$ cat config.mk
export PLATFORM = sky130hd
export DESIGN_NAME = swg_top
export DESIGN_NICKNAME = d
export VERILOG_FILES = /design/src/swg_pkg.sv /design/src/swg_sync.sv /design/src/swg_top.sv
export VERILOG_INCLUDE_DIRS = /design/src
export SDC_FILE = /design/constraint.sdc
export NUM_CORES = 1
export LEC_CHECK = 0
export ABC_AREA = 0
export BUFFER_PORTS_ARGS = -buffer_cell sky130_fd_sc_hd__buf_4
export CAP_MARGIN = 20
export CORE_MARGIN = 8
export CORE_UTILIZATION = 35
export CTS_CLUSTER_SIZE = 10
export DETAILED_ROUTE_END_ITERATION = 8
export PLACE_DENSITY_LB_ADDON = 0.3
export SLEW_MARGIN = 20
export SYNTH_ARGS = -nofsm -noshare
export SYNTH_HDL_FRONTEND = slang
export SYNTH_SLANG_ARGS = --single-unit
$ cat constraint.sdc
create_clock -name core_clk -period 2.1 [get_ports core_clk]
set_input_delay 0.105 -clock core_clk [delete_from_list [all_inputs] [get_ports core_clk]]
set_output_delay 0.105 -clock core_clk [all_outputs]
set_load 0.1 [all_outputs]
$ cat src/swg_regs.svh
// Timing constants and field values for the supervisor watchdog and memory guard.
// Assumes a 100 MHz core clock; times are given in their own unit, counts derived.
`ifndef SWG_REGS_SVH
`define SWG_REGS_SVH

`define SWG_CLK_PERIOD_NS 10
`define SWG_TICK_US 1000
`define SWG_TICK_CYCLES ((`SWG_TICK_US * 1000) / `SWG_CLK_PERIOD_NS)
`define SWG_TIMEOUT_MS 1000
`define SWG_TIMEOUT_TICKS ((`SWG_TIMEOUT_MS * 1000 + `SWG_TICK_US - 1) / `SWG_TICK_US)
`define SWG_RESET_MS 140
`define SWG_RESET_TICKS ((`SWG_RESET_MS * 1000 + `SWG_TICK_US - 1) / `SWG_TICK_US)
`define SWG_TICK_W 17
`define SWG_CNT_W 11

`endif

$ cat src/swg_pkg.sv
// Types shared by the supervisor watchdog and memory guard.
// Assumes nothing beyond the timing header.
package swg_pkg;
	typedef enum logic [2:0] {
		SWG_OFF = 3'h1,
		SWG_RUN = 3'h2,
		SWG_RST = 3'h4
	} swg_state_e;
endpackage

$ cat src/swg_sync.sv
// Three-stage input synchroniser with agreement filter.
// Assumes an asynchronous input; the first stage feeds only the second.
`timescale 1ns/1ps
module swg_sync #(
	parameter bit RESET_VAL = 1'b0
) (
	input wire logic core_clk,
	input wire logic rst_b,
	input wire logic async_in,
	output logic sync_out
);
	logic s1_q;
	logic s2_q;
	logic s3_q;

	always_ff @(posedge core_clk or negedge rst_b) begin
		if (!rst_b) begin
			s1_q <= RESET_VAL;
			s2_q <= RESET_VAL;
			s3_q <= RESET_VAL;
		end else begin
			s1_q <= async_in;
			s2_q <= s1_q;
			s3_q <= s2_q;
		end
	end

	// Change counts once stages two and three agree
	always_ff @(posedge core_clk or negedge rst_b) begin
		if (!rst_b) begin
			sync_out <= RESET_VAL;
		end else if (s2_q == s3_q) begin
			sync_out <= s3_q;
		end
	end
endmodule

$ cat src/swg_top.sv
// Supervisor watchdog, power-fail warning and battery RAM chip-select gate.
// Assumes analog front ends deliver single-bit indications, all asynchronous.
// Operation
// With supply valid, gated select follows select input uninverted.
// Supply invalid or below backup cell forces gated select high.
// Warning output low while power-fail sense is below reference.
// Warning follows comparator directly, no internal hysteresis.
// Missed kick asserts reset outputs for at least the reset time.
// Timeout is fixed, with a guaranteed minimum.
// Timeout count restarts when reset outputs go inactive.
// Any kick edge before timeout restarts the timeout count.
// Constant kick gives periodic reset pulses, timeout plus reset time.
// Floating kick disables watchdog; no resets, status unchanged.
// Watchdog disabled while supply is invalid.
// Timeout drives status low until the next kick edge.
// Status forced high while supply is invalid.
// Processor must kick within the minimum timeout period.
// On backup cell, inputs ignored; warning low, status and select high.
// Analog indications as bits; durations from a prescaled tick count.
`timescale 1ns/1ps
`include "swg_regs.svh"
module swg_top #(
	parameter int TICK_CYCLES = `SWG_TICK_CYCLES,
	parameter int TIMEOUT_TICKS = `SWG_TIMEOUT_TICKS,
	parameter int RESET_TICKS = `SWG_RESET_TICKS
) (
	input wire logic core_clk,
	input wire logic rst_b,
	input wire logic main_supply_ok,
	input wire logic backup_active,
	input wire logic power_fail_sense,
	input wire logic watchdog_kick,
	input wire logic kick_floating,
	input wire logic ram_sel_n,
	output logic ram_sel_gated_n,
	output logic power_fail_warn_n,
	output logic watchdog_expired_n,
	output logic wd_reset_n,
	output logic wd_reset
);
	logic supply_s;
	logic backup_s;
	logic below_s;
	logic kick_s;
	logic float_s;
	logic sel_s;
	logic kick_prev_q;
	logic kick_edge;
	logic supply_good;
	logic [`SWG_TICK_W-1:0] pre_q;
	logic tick;
	logic restart;
	logic [`SWG_CNT_W-1:0] cnt_q;
	swg_pkg::swg_state_e state_q;

	swg_sync #(.RESET_VAL(1'b0)) u_sup (.core_clk(core_clk), .rst_b(rst_b),
		.async_in(main_supply_ok), .sync_out(supply_s));
	swg_sync #(.RESET_VAL(1'b1)) u_bak (.core_clk(core_clk), .rst_b(rst_b),
		.async_in(backup_active), .sync_out(backup_s));
	swg_sync #(.RESET_VAL(1'b0)) u_pfs (.core_clk(core_clk), .rst_b(rst_b),
		.async_in(power_fail_sense), .sync_out(below_s));
	swg_sync #(.RESET_VAL(1'b0)) u_kck (.core_clk(core_clk), .rst_b(rst_b),
		.async_in(watchdog_kick), .sync_out(kick_s));
	swg_sync #(.RESET_VAL(1'b1)) u_flt (.core_clk(core_clk), .rst_b(rst_b),
		.async_in(kick_floating), .sync_out(float_s));
	swg_sync #(.RESET_VAL(1'b1)) u_sel (.core_clk(core_clk), .rst_b(rst_b),
		.async_in(ram_sel_n), .sync_out(sel_s));

	// supply gate
	assign supply_good = supply_s && !backup_s;
	// either polarity
	assign kick_edge = (kick_s != kick_prev_q) && supply_good && !float_s;
	assign tick = (pre_q == `SWG_TICK_W'(TICK_CYCLES - 1));
	// kick aligns time base, so a full timeout always elapses after it
	assign restart = (state_q == swg_pkg::SWG_OFF)
		|| (state_q == swg_pkg::SWG_RUN && kick_edge);

	always_ff @(posedge core_clk or negedge rst_b) begin
		if (!rst_b) begin
			kick_prev_q <= 1'b0;
		end else begin
			kick_prev_q <= kick_s;
		end
	end

	// prescaled time base
	always_ff @(posedge core_clk or negedge rst_b) begin
		if (!rst_b) begin
			pre_q <= '0;
		end else if (tick || restart) begin
			pre_q <= '0;
		end else begin
			pre_q <= pre_q + `SWG_TICK_W'(1);
		end
	end

	// select passes through
	// blocked when supply bad
	// held high on backup
	always_ff @(posedge core_clk or negedge rst_b) begin
		if (!rst_b) begin
			ram_sel_gated_n <= 1'b1;
		end else begin
			ram_sel_gated_n <= supply_good ? sel_s : 1'b1;
		end
	end

	// warning follows comparator
	// no hysteresis
	always_ff @(posedge core_clk or negedge rst_b) begin
		if (!rst_b) begin
			power_fail_warn_n <= 1'b0;
		end else if (backup_s) begin
			power_fail_warn_n <= 1'b0;
		end else begin
			power_fail_warn_n <= !below_s;
		end
	end

	// timeout then reset
	// fixed period
	// restart after reset
	// periodic while idle
	// floating disables
	always_ff @(posedge core_clk or negedge rst_b) begin
		if (!rst_b) begin
			state_q <= swg_pkg::SWG_OFF;
			cnt_q <= '0;
		end else begin
			unique case (state_q)
				swg_pkg::SWG_OFF: begin
					cnt_q <= '0;
					if (supply_good && !float_s) begin
						state_q <= swg_pkg::SWG_RUN;
					end
				end
				swg_pkg::SWG_RUN: begin
					if (!supply_good || float_s) begin
						state_q <= swg_pkg::SWG_OFF;
						cnt_q <= '0;
					end else if (kick_edge) begin
						cnt_q <= '0;
					end else if (tick) begin
						if (cnt_q == `SWG_CNT_W'(TIMEOUT_TICKS - 1)) begin
							state_q <= swg_pkg::SWG_RST;
							cnt_q <= '0;
						end else begin
							cnt_q <= cnt_q + `SWG_CNT_W'(1);
						end
					end
				end
				swg_pkg::SWG_RST: begin
					if (!supply_good) begin
						state_q <= swg_pkg::SWG_OFF;
						cnt_q <= '0;
					end else if (tick) begin
						if (cnt_q == `SWG_CNT_W'(RESET_TICKS)) begin
							state_q <= swg_pkg::SWG_RUN;
							cnt_q <= '0;
						end else begin
							cnt_q <= cnt_q + `SWG_CNT_W'(1);
						end
					end
				end
				default: begin
					state_q <= swg_pkg::SWG_OFF;
					cnt_q <= '0;
				end
			endcase
		end
	end

	always_ff @(posedge core_clk or negedge rst_b) begin
		if (!rst_b) begin
			wd_reset_n <= 1'b1;
			wd_reset <= 1'b0;
		end else begin
			wd_reset_n <= (state_q != swg_pkg::SWG_RST);
			wd_reset <= (state_q == swg_pkg::SWG_RST);
		end
	end

	// low on timeout until kick
	// forced high on bad supply
	always_ff @(posedge core_clk or negedge rst_b) begin
		if (!rst_b) begin
			watchdog_expired_n <= 1'b1;
		end else if (!supply_good) begin
			watchdog_expired_n <= 1'b1;
		end else if (state_q == swg_pkg::SWG_RUN && tick && !kick_edge && !float_s
				&& cnt_q == `SWG_CNT_W'(TIMEOUT_TICKS - 1)) begin
			watchdog_expired_n <= 1'b0;
		end else if (kick_edge) begin
			watchdog_expired_n <= 1'b1;
		end
	end
endmodule

==> qor.txt, run 1 <==
CTS max path bufs - 2
Critical path required time - 2.36 ns
H-tree depth - 3
Total power - 2.44 mW
# DRC - 0
EDFF count, synth - 0
Largest net degree at the start of global routing - 62
PD cells - 799 nW/um2
Crit path launch type - flip-flop
Most common flop cell mapped by yosys - dfrtp_1
Min Tclk post-route - 1.97 ns
Layout Nets - 273
Skew-Pair Late Insertion Delay - 0.34 ns
Overflow after GRT - 0
DPL Wire Length - 2890 um
Hold crit path type - flip-flop to flip-flop
Seq/Total Area, Yosys - 0.595
Diodes inserted - 0
Starting Density - 0.360
Max rail drop VDD - 407 uV
DR vias/cell - 4.73
Critical path class - flip-flop to flip-flop
CTS tree - built
Root buf cell - clkbuf_8
RePlAce Congestion - 0.737
Syn Inst Count - 232
Post-CTS setup buffers - 0
Hold Startpoint - u_pfs.s1_q$_DFF_PN0_
Final setup viols - 0
IO buf count - 12
Setup_tns - 0 ns
Largest regs - pre_q x17, cnt_q x11, state_q x3
Row cnt - 31
Worst slew margin - 0.515
Antenna violations before repair - 0
WL/cell - 12.0 um
Unrepaired setup endpoints after global routing - false
Worst Hold Path Cells - 0
Total number of yosys warnings - 0
CP Capture Type - flip-flop
WP data arrival - 2.23 ns
Hold Slack - 0.349 ns
Synthesis-stage register bit count - 61
CTS buffer count - 9
Die Height - 102 um
Hold EP - u_pfs.s2_q$_DFF_PN0_
RR Startpoint - pre_q[0]$_DFF_PN0_
FF-to-FF setup slack - 0.13 ns
Total of max-cap violations - 0
Post-synthesis net count - 243
Status - finished, final reports clean
Final ANT Viol Nets - 0
Mapped Area - 2600 um2
CTS Sinks - 61
Vias in the first global route - 1668
Non-Filler Instances - 366
DP Cell Count - 343
I/O Pins - 13
Max reg flops - 17
Crit Path Max Fanout - 20
Final Cycle Share - 0.937
Final hold violation count - 0
Reg2Reg Depth - 7
Iteration-0 DRC count of the detailed router - 67
Via Count - 1730
Core Box Area - 7210 um2
Fin. max-slew vios - 0
Fraction of layout instances using a drive strength above 1 - 0.213
Reg-to-reg endpoint - cnt_q[10]$_DFFE_PN0P_
Final worst setup slack - 0.132 ns
GRT Total Usage - 0.0994
Worst-Margin Slew - 0.728 ns
Layout area overhead - 17.7%
Peak Freq - 508 MHz
Clock slew at reported path FFs - 0.06 ns
Pre-CTS setup slack - 0.130 ns
Syn Area/Cell - 11.2 um2
Final WL - 4390 um
# fillers - 704
Drt pass-1 iters - 4
Die Wd - 102 um
Total leakage power - 1.21 nW
Die outline area - 10400 um2
First-pass GRT wire length - 7910 um
Final Skew - 0.00760 ns
Biggest register - pre_q
Post-synth cell types - 46
Share of flip-flops with an asynchronous set or reset - 1.00
==> cells in the final DEF, fill, tap and decap left out, types with 2 or more instances in the layout <==
cell | synthesis | routed
a21oi_1 | 10 | 10
a21oi_2 | 2 | 2
a31oi_1 | 2 | 2
and4_1 | 3 | 3
buf_4 | 1 | 17
clkbuf_1 | 1 | 2
clkbuf_8 | 0 | 10
clkinv_2 | 0 | 2
clkinvlp_4 | 0 | 2
dfrtp_1 | 45 | 45
dfstp_2 | 16 | 16
dlygate4sd3_1 | 0 | 7
ha_1 | 3 | 3
inv_1 | 11 | 11
maj3_1 | 6 | 6
nand2_1 | 17 | 17
nand2b_1 | 2 | 2
nand3_1 | 7 | 7
nand4_1 | 6 | 6
nor2_1 | 29 | 29
nor3_1 | 2 | 2
o21ai_0 | 8 | 8
o31ai_1 | 7 | 7
or2_2 | 3 | 3
or3_1 | 4 | 4
or4_1 | 8 | 8
xnor2_1 | 6 | 6
xor2_1 | 10 | 10
==> worst max-delay path by stage <==
stage,from,to,slack (ns),cells after the start
floorplan,pre_q[0]$_DFF_PN0_,cnt_q[8]$_DFFE_PN0P_,0.18,8
global placement,pre_q[0]$_DFF_PN0_,cnt_q[10]$_DFFE_PN0P_,0.17,7
detailed placement,pre_q[0]$_DFF_PN0_,cnt_q[8]$_DFFE_PN0P_,0.13,7
CTS,pre_q[0]$_DFF_PN0_,cnt_q[8]$_DFFE_PN0P_,0.11,7
global route,pre_q[0]$_DFF_PN0_,cnt_q[10]$_DFFE_PN0P_,0.003,7
finish,pre_q[0]$_DFF_PN0_,cnt_q[10]$_DFFE_PN0P_,0.13,7
==> cells by family after synthesis <==
group | share of synthesized area
and+or+nand+nor | 0.192
buffers and inverters | 0.0298
muxes | 0.00385
xor gates and xnor gates | 0.0539
AOI/OAI and AO/OA | 0.0886
adders and majority gates | 0.0375
DFF | 0.595
==> Yosys cell counts (2+ instances only) <==
master / number / area [um2]
dfrtp_1: 45 / 1130
nor2_1: 29 / 109
nand2_1: 17 / 63.8
dfstp_2: 16 / 420
inv_1: 11 / 41.3
a21oi_1: 10 / 50.1
xor2_1: 10 / 87.6
o21ai_0: 8 / 40.0
or4_1: 8 / 60.1
nand3_1: 7 / 35.0
o31ai_1: 7 / 52.6
maj3_1: 6 / 60.1
nand4_1: 6 / 37.5
xnor2_1: 6 / 52.6
or3_1: 4 / 25.0
and4_1: 3 / 26.3
ha_1: 3 / 37.5
or2_2: 3 / 18.8
a21oi_2: 2 / 17.5
a31oi_1: 2 / 12.5
buf_2: 2 / 10.0
nand2b_1: 2 / 12.5
nor3_1: 2 / 10.0
==> layer usage <==
metal | vias up | part of all wire | wire, um | global-route usage
met4 | 0 | 0.019 | 83 | 0.0508
met1 | 823 | 0.49 | 2140 | 0.119
met5 | - | 0 | 0 | 0
li1 | 877 | - | - | -
met3 | 9 | 0.048 | 209 | 0.0477
met2 | 21 | 0.45 | 1960 | 0.145
==> report_power, final <==
part           internal (mW)  switching, mW  total [mW]  leakage (nW)
Sequential              1.25         0.0448        1.30         0.764
Clock                  0.456          0.440       0.897        0.0824
Combinational         0.0905          0.160       0.250         0.360
==> repair_timing <==
item,CTS,global route
hold buffers,7,0
resized for setup,0,0
endpoints found under the hold margin,51,0
==> per-stage QoR <==
| stage | utilization | instance area (um2) |
|---|---|---|
| 6_report | 0.424 | 3060 |
| 5_1_grt | 0.424 | 3060 |
| 4_1_cts | 0.424 | 3060 |
| 3_5_place_dp | 0.391 | 2820 |
| 3_3_place_gp | 0.391 | 2820 |
| 2_1_floorplan | - | 2600 |
==> worst max-delay path, stage by stage, from the launching register on <==
cell     delay [ns]
dfrtp_1        0.38
ha_1           0.18
and4_1         0.23
and4_1         0.25
a21oi_2        0.04
buf_4          0.19
or4_1          0.48
a21oi_1        0.15
==> area by class of cell <==
| type | instances | area [um2] | area share |
|---|---|---|---|
| multi-input combinational | 154 | 976 | 0.319 |
| tap | 99 | 124 | 0.0405 |
| inverter | 12 | 45.0 | 0.0147 |
| clock inverter | 4 | 25.0 | 0.00818 |
| timing repair buffer | 24 | 198 | 0.0646 |
| sequential | 61 | 1550 | 0.506 |
| clock buffer | 12 | 145 | 0.0474 |
Note: power is estimated with default switching activity, not from simulation.
==> inputs of run 2 (changes only) <==
--- a/config.mk
+++ b/config.mk
@@ -9,11 +9,12 @@
 export ABC_AREA = 0
 export BUFFER_PORTS_ARGS = -buffer_cell sky130_fd_sc_hd__buf_4
 export CAP_MARGIN = 20
+export CORE_ASPECT_RATIO = 1.5
 export CORE_MARGIN = 8
 export CORE_UTILIZATION = 35
 export CTS_CLUSTER_SIZE = 10
 export DETAILED_ROUTE_END_ITERATION = 8
-export PLACE_DENSITY_LB_ADDON = 0.3
+export PLACE_DENSITY = 0.52
 export SLEW_MARGIN = 20
 export SYNTH_ARGS = -nofsm -noshare
 export SYNTH_HDL_FRONTEND = slang
==> run 2 against run 1 <==
  * Clock skew is 0.0026 ns higher
  * Global-route usage grew 0.39 points
  * Combinational power hardly changed
  * Critical path depth unchanged
  * Cell count increased by 1.4%
  * Setup slack lost 0.0040 ns
  * Sequential power hardly changed
  * Register-to-register slack is essentially flat
  * Maximum frequency shrank 0.20%
  * Sequential share of layout area is 0.77 points lower
  * Die area up 0.54%
  * Highest routed layer unchanged
==> qor.txt, run 2 (synthesis gave the netlist of run 1 again) <==
Crit path launch type - flip-flop (unchanged)
Largest regs - pre_q x17, cnt_q x11, state_q x3 (unchanged)
RR Startpoint - pre_q[0]$_DFF_PN0_ (unchanged)
WP data arrival - 2.25 ns (was 2.23 ns)
Hold Startpoint - u_sup.s1_q$_DFF_PN0_ (was u_pfs.s1_q$_DFF_PN0_)
Diodes inserted - 0 (unchanged)
Antenna violations before repair - 0 (unchanged)
Commonest non-fill, non-tap cells in the layout - dfrtp_1, nor2_1, buf_4 (was dfrtp_1, nor2_1, nand2_1, buf_4, dfstp_2)
Overflow after GRT - 0 (unchanged)
Final WL - 4700 um (was 4390 um)
Commonest non-fill, non-tap cell in the layout - dfrtp_1 (unchanged)
Critical path required time - 2.38 ns (was 2.36 ns)
WL/cell - 12.7 um (was 12.0 um)
Unrepaired setup endpoints after global routing - false (unchanged)
Clock slew at reported path FFs - 0.08 ns (was 0.06 ns)
# fillers - 735 (was 704)
IO buf count - 12 (unchanged)
Post-CTS setup buffers - 0 (unchanged)
I/O Pins - 13 (unchanged)
# DRC - 0 (unchanged)
Die outline area - 10500 um2 (was 10400 um2)
Final ANT Viol Nets - 0 (unchanged)
Non-Filler Instances - 371 (was 366)
Final Skew - 0.0102 ns (was 0.00760 ns)
Status - finished, final reports clean (unchanged)
Iteration-0 DRC count of the detailed router - 46 (was 67)
Crit Path Max Fanout - 20 (unchanged)
Worst Hold Path Cells - 0 (unchanged)
Root buf cell - clkbuf_8 (unchanged)
Core Box Area - 7230 um2 (was 7210 um2)
Min Tclk post-route - 1.97 ns (about the same)
Fin. max-slew vios - 0 (unchanged)
H-tree depth - 3 (unchanged)
Reg-to-reg endpoint - cnt_q[8]$_DFFE_PN0P_ (was cnt_q[10]$_DFFE_PN0P_)
Largest net degree at the start of global routing - 62 (unchanged)
Hold crit path type - flip-flop to flip-flop (unchanged)
Final hold violation count - 0 (unchanged)
Via Count - 1783 (was 1730)
Die Wd - 86.4 um (was 102 um)
Critical path class - flip-flop to flip-flop (unchanged)
First-pass GRT wire length - 8340 um (was 7910 um)
Layout Nets - 277 (was 273)
Starting Density - 0.360 (about the same)
Final Cycle Share - 0.939 (was 0.937)
Max rail drop VDD - 400 uV (was 407 uV)
Die Height - 122 um (was 102 um)
Vias in the first global route - 1822 (was 1668)
DPL Wire Length - 3150 um (was 2890 um)
Skew-Pair Late Insertion Delay - 0.35 ns (was 0.34 ns)
Final setup viols - 0 (unchanged)
DR vias/cell - 4.81 (was 4.73)
CTS max path bufs - 2 (unchanged)
Total leakage power - 1.24 nW (was 1.21 nW)
Row cnt - 38 (was 31)
Worst-Margin Slew - 0.748 ns (was 0.728 ns)
Reg2Reg Depth - 7 (unchanged)
Max reg flops - 17 (unchanged)
CTS tree - built (unchanged)
PD cells - 814 nW/um2 (was 799 nW/um2)
Post-CTS resize count - 0 (unchanged)
DP Cell Count - 348 (was 343)
Setup_tns - 0 ns (unchanged)
Total of max-cap violations - 0 (unchanged)
FF-to-FF setup slack - 0.13 ns (about the same)
Biggest register - pre_q (unchanged)
Layout area overhead - 19.5% (was 17.7%)
CTS buffer count - 9 (unchanged)
Final core utilization - 0.430 (was 0.424)
CP Capture Type - flip-flop (unchanged)
Worst slew margin - 0.501 (was 0.515)
Drt pass-1 iters - 4 (unchanged)
Fraction of layout instances using a drive strength above 1 - 0.232 (was 0.213)
Hold EP - u_sup.s2_q$_DFF_PN0_ (was u_pfs.s2_q$_DFF_PN0_)
GRT Total Usage - 0.103 (was 0.0994)
Peak Freq - 507 MHz (was 508 MHz)
CTS Sinks - 61 (unchanged)
RePlAce Congestion - 0.767 (was 0.737)
[run 2: report_power, final]
part	switching, mW	total [mW]	internal [mW]	leakage [nW]
Clock	0.529	0.982	0.454	0.0931
Sequential	0.0437	1.29	1.25	0.764
Combinational	0.162	0.252	0.0908	0.382
Total	0.734	2.53	1.80	1.24
[run 2: per-stage QoR]
| stage | instance area, um2 | setup WS (ns) | total power [mW] | hold WS, ns |
|---|---|---|---|---|
| floorplan | 2600 | 0.177 | 1.49 | -0.191 |
| global placement | 2850 | 0.181 | 1.57 | 0.213 |
| detailed placement | 2850 | 0.129 | 1.57 | 0.215 |
| CTS | 3110 | 0.108 | 2.59 | 0.355 |
| global route | 3110 | 0.00722 | 2.67 | 0.361 |
| finish | 3110 | 0.128 | 2.53 | 0.354 |
[run 2: how the worst max path moves through the flow]
stage	from	endpoint	cells after the start
6_report	pre_q[0]$_DFF_PN0_	cnt_q[8]$_DFFE_PN0P_	7
5_1_grt	pre_q[11]$_DFF_PN0_	cnt_q[8]$_DFFE_PN0P_	6
4_1_cts	pre_q[0]$_DFF_PN0_	cnt_q[8]$_DFFE_PN0P_	7
3_5_place_dp	pre_q[0]$_DFF_PN0_	cnt_q[8]$_DFFE_PN0P_	7
3_3_place_gp	pre_q[0]$_DFF_PN0_	cnt_q[10]$_DFFE_PN0P_	7
2_1_floorplan	pre_q[0]$_DFF_PN0_	cnt_q[8]$_DFFE_PN0P_	8
[run 2: repair_timing]
action | in CTS | in global routing
setup endpoints to repair | 0 | 0
endpoints found under the hold margin | 51 | 0
hold buffers | 7 | 0
[run 2: critical path: stages, from the launching register on]
cell	delay, ns
dfrtp_1	0.39
ha_1	0.18
and4_1	0.24
and4_1	0.24
a21oi_2	0.04
buf_4	0.19
or4_1	0.47
a21oi_1	0.15
[run 2: cell type report]
| cell class | instances | area, um2 | area share |
|---|---|---|---|
| clock buffer | 9 | 124 | 0.0399 |
| clock inverter | 7 | 62.6 | 0.0201 |
| inverter | 12 | 45.0 | 0.0145 |
| multi-input combinational | 154 | 976 | 0.314 |
| sequential | 61 | 1550 | 0.498 |
| tap | 100 | 125 | 0.0403 |
| timing repair buffer | 28 | 228 | 0.0733 |
[run 2: metal layers]
metal  wire length (um)  track usage
met1               2010        0.110
met2               2390        0.168
met3                129       0.0303
met4                162       0.0790
met5                  0            0
==> inputs of run 3 (changes only) <==
--- a/config.mk
+++ b/config.mk
@@ -12,9 +12,11 @@
 export CORE_ASPECT_RATIO = 1.5
 export CORE_MARGIN = 8
 export CORE_UTILIZATION = 35
+export CTS_CLUSTER_DIAMETER = 60
 export CTS_CLUSTER_SIZE = 10
 export DETAILED_ROUTE_END_ITERATION = 8
 export PLACE_DENSITY = 0.52
+export REMOVE_ABC_BUFFERS = 1
 export SLEW_MARGIN = 20
 export SYNTH_ARGS = -nofsm -noshare
 export SYNTH_HDL_FRONTEND = slang
==> run 3 against run 2 <==
  * Maximum frequency grew 2.0%
  * Sequential share of layout area grew 0.12 points
  * Core utilization shrank 0.10 points
  * Clock skew is essentially flat
  * Setup slack gained 0.039 ns
  * First-iteration DRC count grew 26%
  * Clock-buffer cell count grew 1
  * Power shrank 3.8%
  * Sequential power is essentially flat
  * Global-route usage grew 0.14 points
  * Worst hold slack is essentially flat
  * Die area is the same
  * Largest power group unchanged
==> qor.txt, run 3 (synthesis gave the netlist of run 1 again) <==
Status - finished, final reports clean (unchanged)
Max reg flops - 17 (unchanged)
Crit path top cell by count - and4_1 (unchanged)
WP data arrival - 2.19 ns (was 2.25 ns)
Combinational Power Share - 0.107 (was 0.100)
RR Startpoint - pre_q[0]$_DFF_PN0_ (unchanged)
Commonest non-fill, non-tap cells in the layout - dfrtp_1, nor2_1, buf_4 (unchanged)
Max rail drop VDD - 330 uV (was 400 uV)
Crit Path Max Fanout - 20 (unchanged)
CTS max path bufs - 2 (unchanged)
Slowest stage cell on the critical path - or4_1 (unchanged)
Reg2Reg Depth - 7 (unchanged)
DPL Wire Length - 3160 um (was 3150 um)
Critical path required time - 2.36 ns (was 2.38 ns)
WL/cell - 12.8 um (was 12.7 um)
CTS tree - built (unchanged)
Critical path class - flip-flop to flip-flop (unchanged)
Final worst setup slack - 0.168 ns (was 0.128 ns)
H-tree depth - 3 (unchanged)
Post-CTS setup buffers - 0 (unchanged)
# fillers - 751 (was 735)
Power Internal - 1.77 mW (was 1.80 mW)
Diodes inserted - 0 (unchanged)
Core Box Area - 7230 um2 (unchanged)
Starting Density - 0.360 (unchanged)
First-pass GRT wire length - 8640 um (was 8340 um)
Clock share of power - 0.361 (was 0.388)
Vias in the first global route - 1896 (was 1822)
Switch share - 0.272 (was 0.290)
Die Wd - 86.4 um (unchanged)
# DRC - 0 (unchanged)
CP Capture Type - flip-flop (unchanged)
Drt pass-1 iters - 3 (was 4)
Min Tclk post-route - 1.93 ns (was 1.97 ns)
Fraction of layout instances using a drive strength above 1 - 0.229 (was 0.232)
Post-CTS resize count - 0 (unchanged)
Root buf cell - clkbuf_8 (unchanged)
Final WL - 4760 um (was 4700 um)
Final hold violation count - 0 (unchanged)
M3 GR Usage - 0.0270 (was 0.0303)
Die Height - 122 um (unchanged)
Hold EP - u_kck.s2_q$_DFF_PN0_ (was u_sup.s2_q$_DFF_PN0_)
Placed cell area - 2860 um2 (was 2850 um2)
Clock slew at reported path FFs - 0.07 ns (was 0.08 ns)
Hold crit path type - flip-flop to flip-flop (unchanged)
Global Route met2 Usage - 0.171 (was 0.168)
RePlAce Congestion - 0.774 (was 0.767)
Power share of the sequential group - 0.533 (was 0.512)
Layout Nets - 277 (unchanged)
Antenna violations before repair - 0 (unchanged)
CTS Sinks - 61 (unchanged)
I/O Pins - 13 (unchanged)
DR vias/cell - 4.82 (was 4.81)
Largest regs - pre_q x17, cnt_q x11, state_q x3 (unchanged)
Worst slew margin - 0.497 (was 0.501)
Layout area overhead - 19.2% (was 19.5%)
Final ANT Viol Nets - 0 (unchanged)
Worst-Margin Slew - 0.755 ns (was 0.748 ns)
Hold Startpoint - u_kck.s1_q$_DFF_PN0_ (was u_sup.s1_q$_DFF_PN0_)
Largest net degree at the start of global routing - 62 (unchanged)
Unrepaired setup endpoints after global routing - false (unchanged)
Biggest register - pre_q (unchanged)
Iteration-0 DRC count of the detailed router - 58 (was 46)
Worst Hold Path Cells - 0 (unchanged)
Worst path cell trace - ha_1 > and4_1 > and4_1 > a21oi_2 > buf_12 > or4_1 > a21oi_1 (was ha_1 > and4_1 > and4_1 > a21oi_2 > buf_4 > or4_1 > a21oi_1)
Pre-CTS setup slack - 0.157 ns (was 0.129 ns)
CTS buffer count - 9 (unchanged)
Die outline area - 10500 um2 (unchanged)
Fin. max-slew vios - 0 (unchanged)
Total of max-cap violations - 0 (unchanged)
GRT Total Usage - 0.105 (was 0.103)
Total leakage power - 1.23 nW (was 1.24 nW)
FF-to-FF setup slack - 0.17 ns (was 0.13 ns)
Final Skew - 0.0101 ns (was 0.0102 ns)
Skew-Pair Late Insertion Delay - 0.33 ns (was 0.35 ns)
Peak Freq - 518 MHz (was 507 MHz)
Final instance area - 3100 um2 (was 3110 um2)
Crit path launch type - flip-flop (unchanged)
Met1 Use GR - 0.117 (was 0.110)
Crit. Startpoint - pre_q[0]$_DFF_PN0_ (unchanged)
Hold Buf Count CTS - 7 (unchanged)
Critical path's largest stage delay - 0.46 ns (was 0.47 ns)
Setup_tns - 0 ns (unchanged)
Overflow after GRT - 0 (unchanged)
Commonest non-fill, non-tap cell in the layout - dfrtp_1 (unchanged)
Psw - 0.663 mW (was 0.734 mW)
GRT busiest layer - met2 (unchanged)
Via Count - 1789 (was 1783)
Row cnt - 38 (unchanged)
Reg-to-reg endpoint - cnt_q[8]$_DFFE_PN0P_ (unchanged)
Final setup viols - 0 (unchanged)
Total power - 2.43 mW (was 2.53 mW)
Final Cycle Share - 0.920 (was 0.939)
IO buf count - 12 (unchanged)
PD cells - 785 nW/um2 (was 814 nW/um2)
-- run 3: cell count changes in the layout (fill, tap and decap cells not counted) --
cell,delta
buf_12,+1
buf_4,-1
clkbuf_1,+1
clkinv_2,+3
clkinv_4,-1
clkinvlp_4,+1
inv_6,-3
inv_8,-1
-- run 3: worst max-delay path by stage --
stage | to | slack [ns] | cells after the start
3_5_place_dp | cnt_q[8]$_DFFE_PN0P_ | 0.16 | 7
3_3_place_gp | cnt_q[10]$_DFFE_PN0P_ | 0.19 | 7
2_1_floorplan | cnt_q[8]$_DFFE_PN0P_ | 0.20 | 6
5_1_grt | cnt_q[8]$_DFFE_PN0P_ | 0.07 | 7
4_1_cts | cnt_q[8]$_DFFE_PN0P_ | 0.15 | 7
6_report | cnt_q[8]$_DFFE_PN0P_ | 0.17 | 7
-- run 3: power by group through the flow --
stage               clock [mW]  sequential, mW  combinational [mW]
finish                   0.877            1.30               0.260
CTS                      0.928            1.30               0.267
global placement             0            1.31               0.256
global route             0.979            1.31               0.294
floorplan                    0            1.33               0.142
detailed placement           0            1.32               0.256
-- run 3: stage by stage --
step                 util  std cells  hold slack (ns)
floorplan               -        227           -0.191
detailed placement  0.396        348            0.215
CTS                 0.429        371            0.354
global placement    0.396        348            0.213
global route        0.429        371            0.362
finish              0.429        371            0.353
-- run 3: cell type report --
type	instances	area, um2	area share
clock inverter	6	38.8	0.0125
timing repair buffer	28	240	0.0775
inverter	12	45.0	0.0145
tap	100	125	0.0404
sequential	61	1550	0.499
clock buffer	10	128	0.0412
multi-input combinational	154	976	0.315
-- run 3: critical path, delay by kind of cell (launching register included) --
| kind | cells | cell delay [ns] |
|---|---|---|
| AOI/OAI and AO/OA | 2 | 0.21 |
| and+or+nand+nor | 3 | 0.94 |
| adders and majority gates | 1 | 0.17 |
| DFF | 1 | 0.38 |
| buffers and inverters | 1 | 0.15 |
-- run 3: routing by layer --
metal  share of wire  wire, um
met1            0.45      2120
met3           0.020        95
met2            0.51      2410
met4           0.029       138
met5               0         0
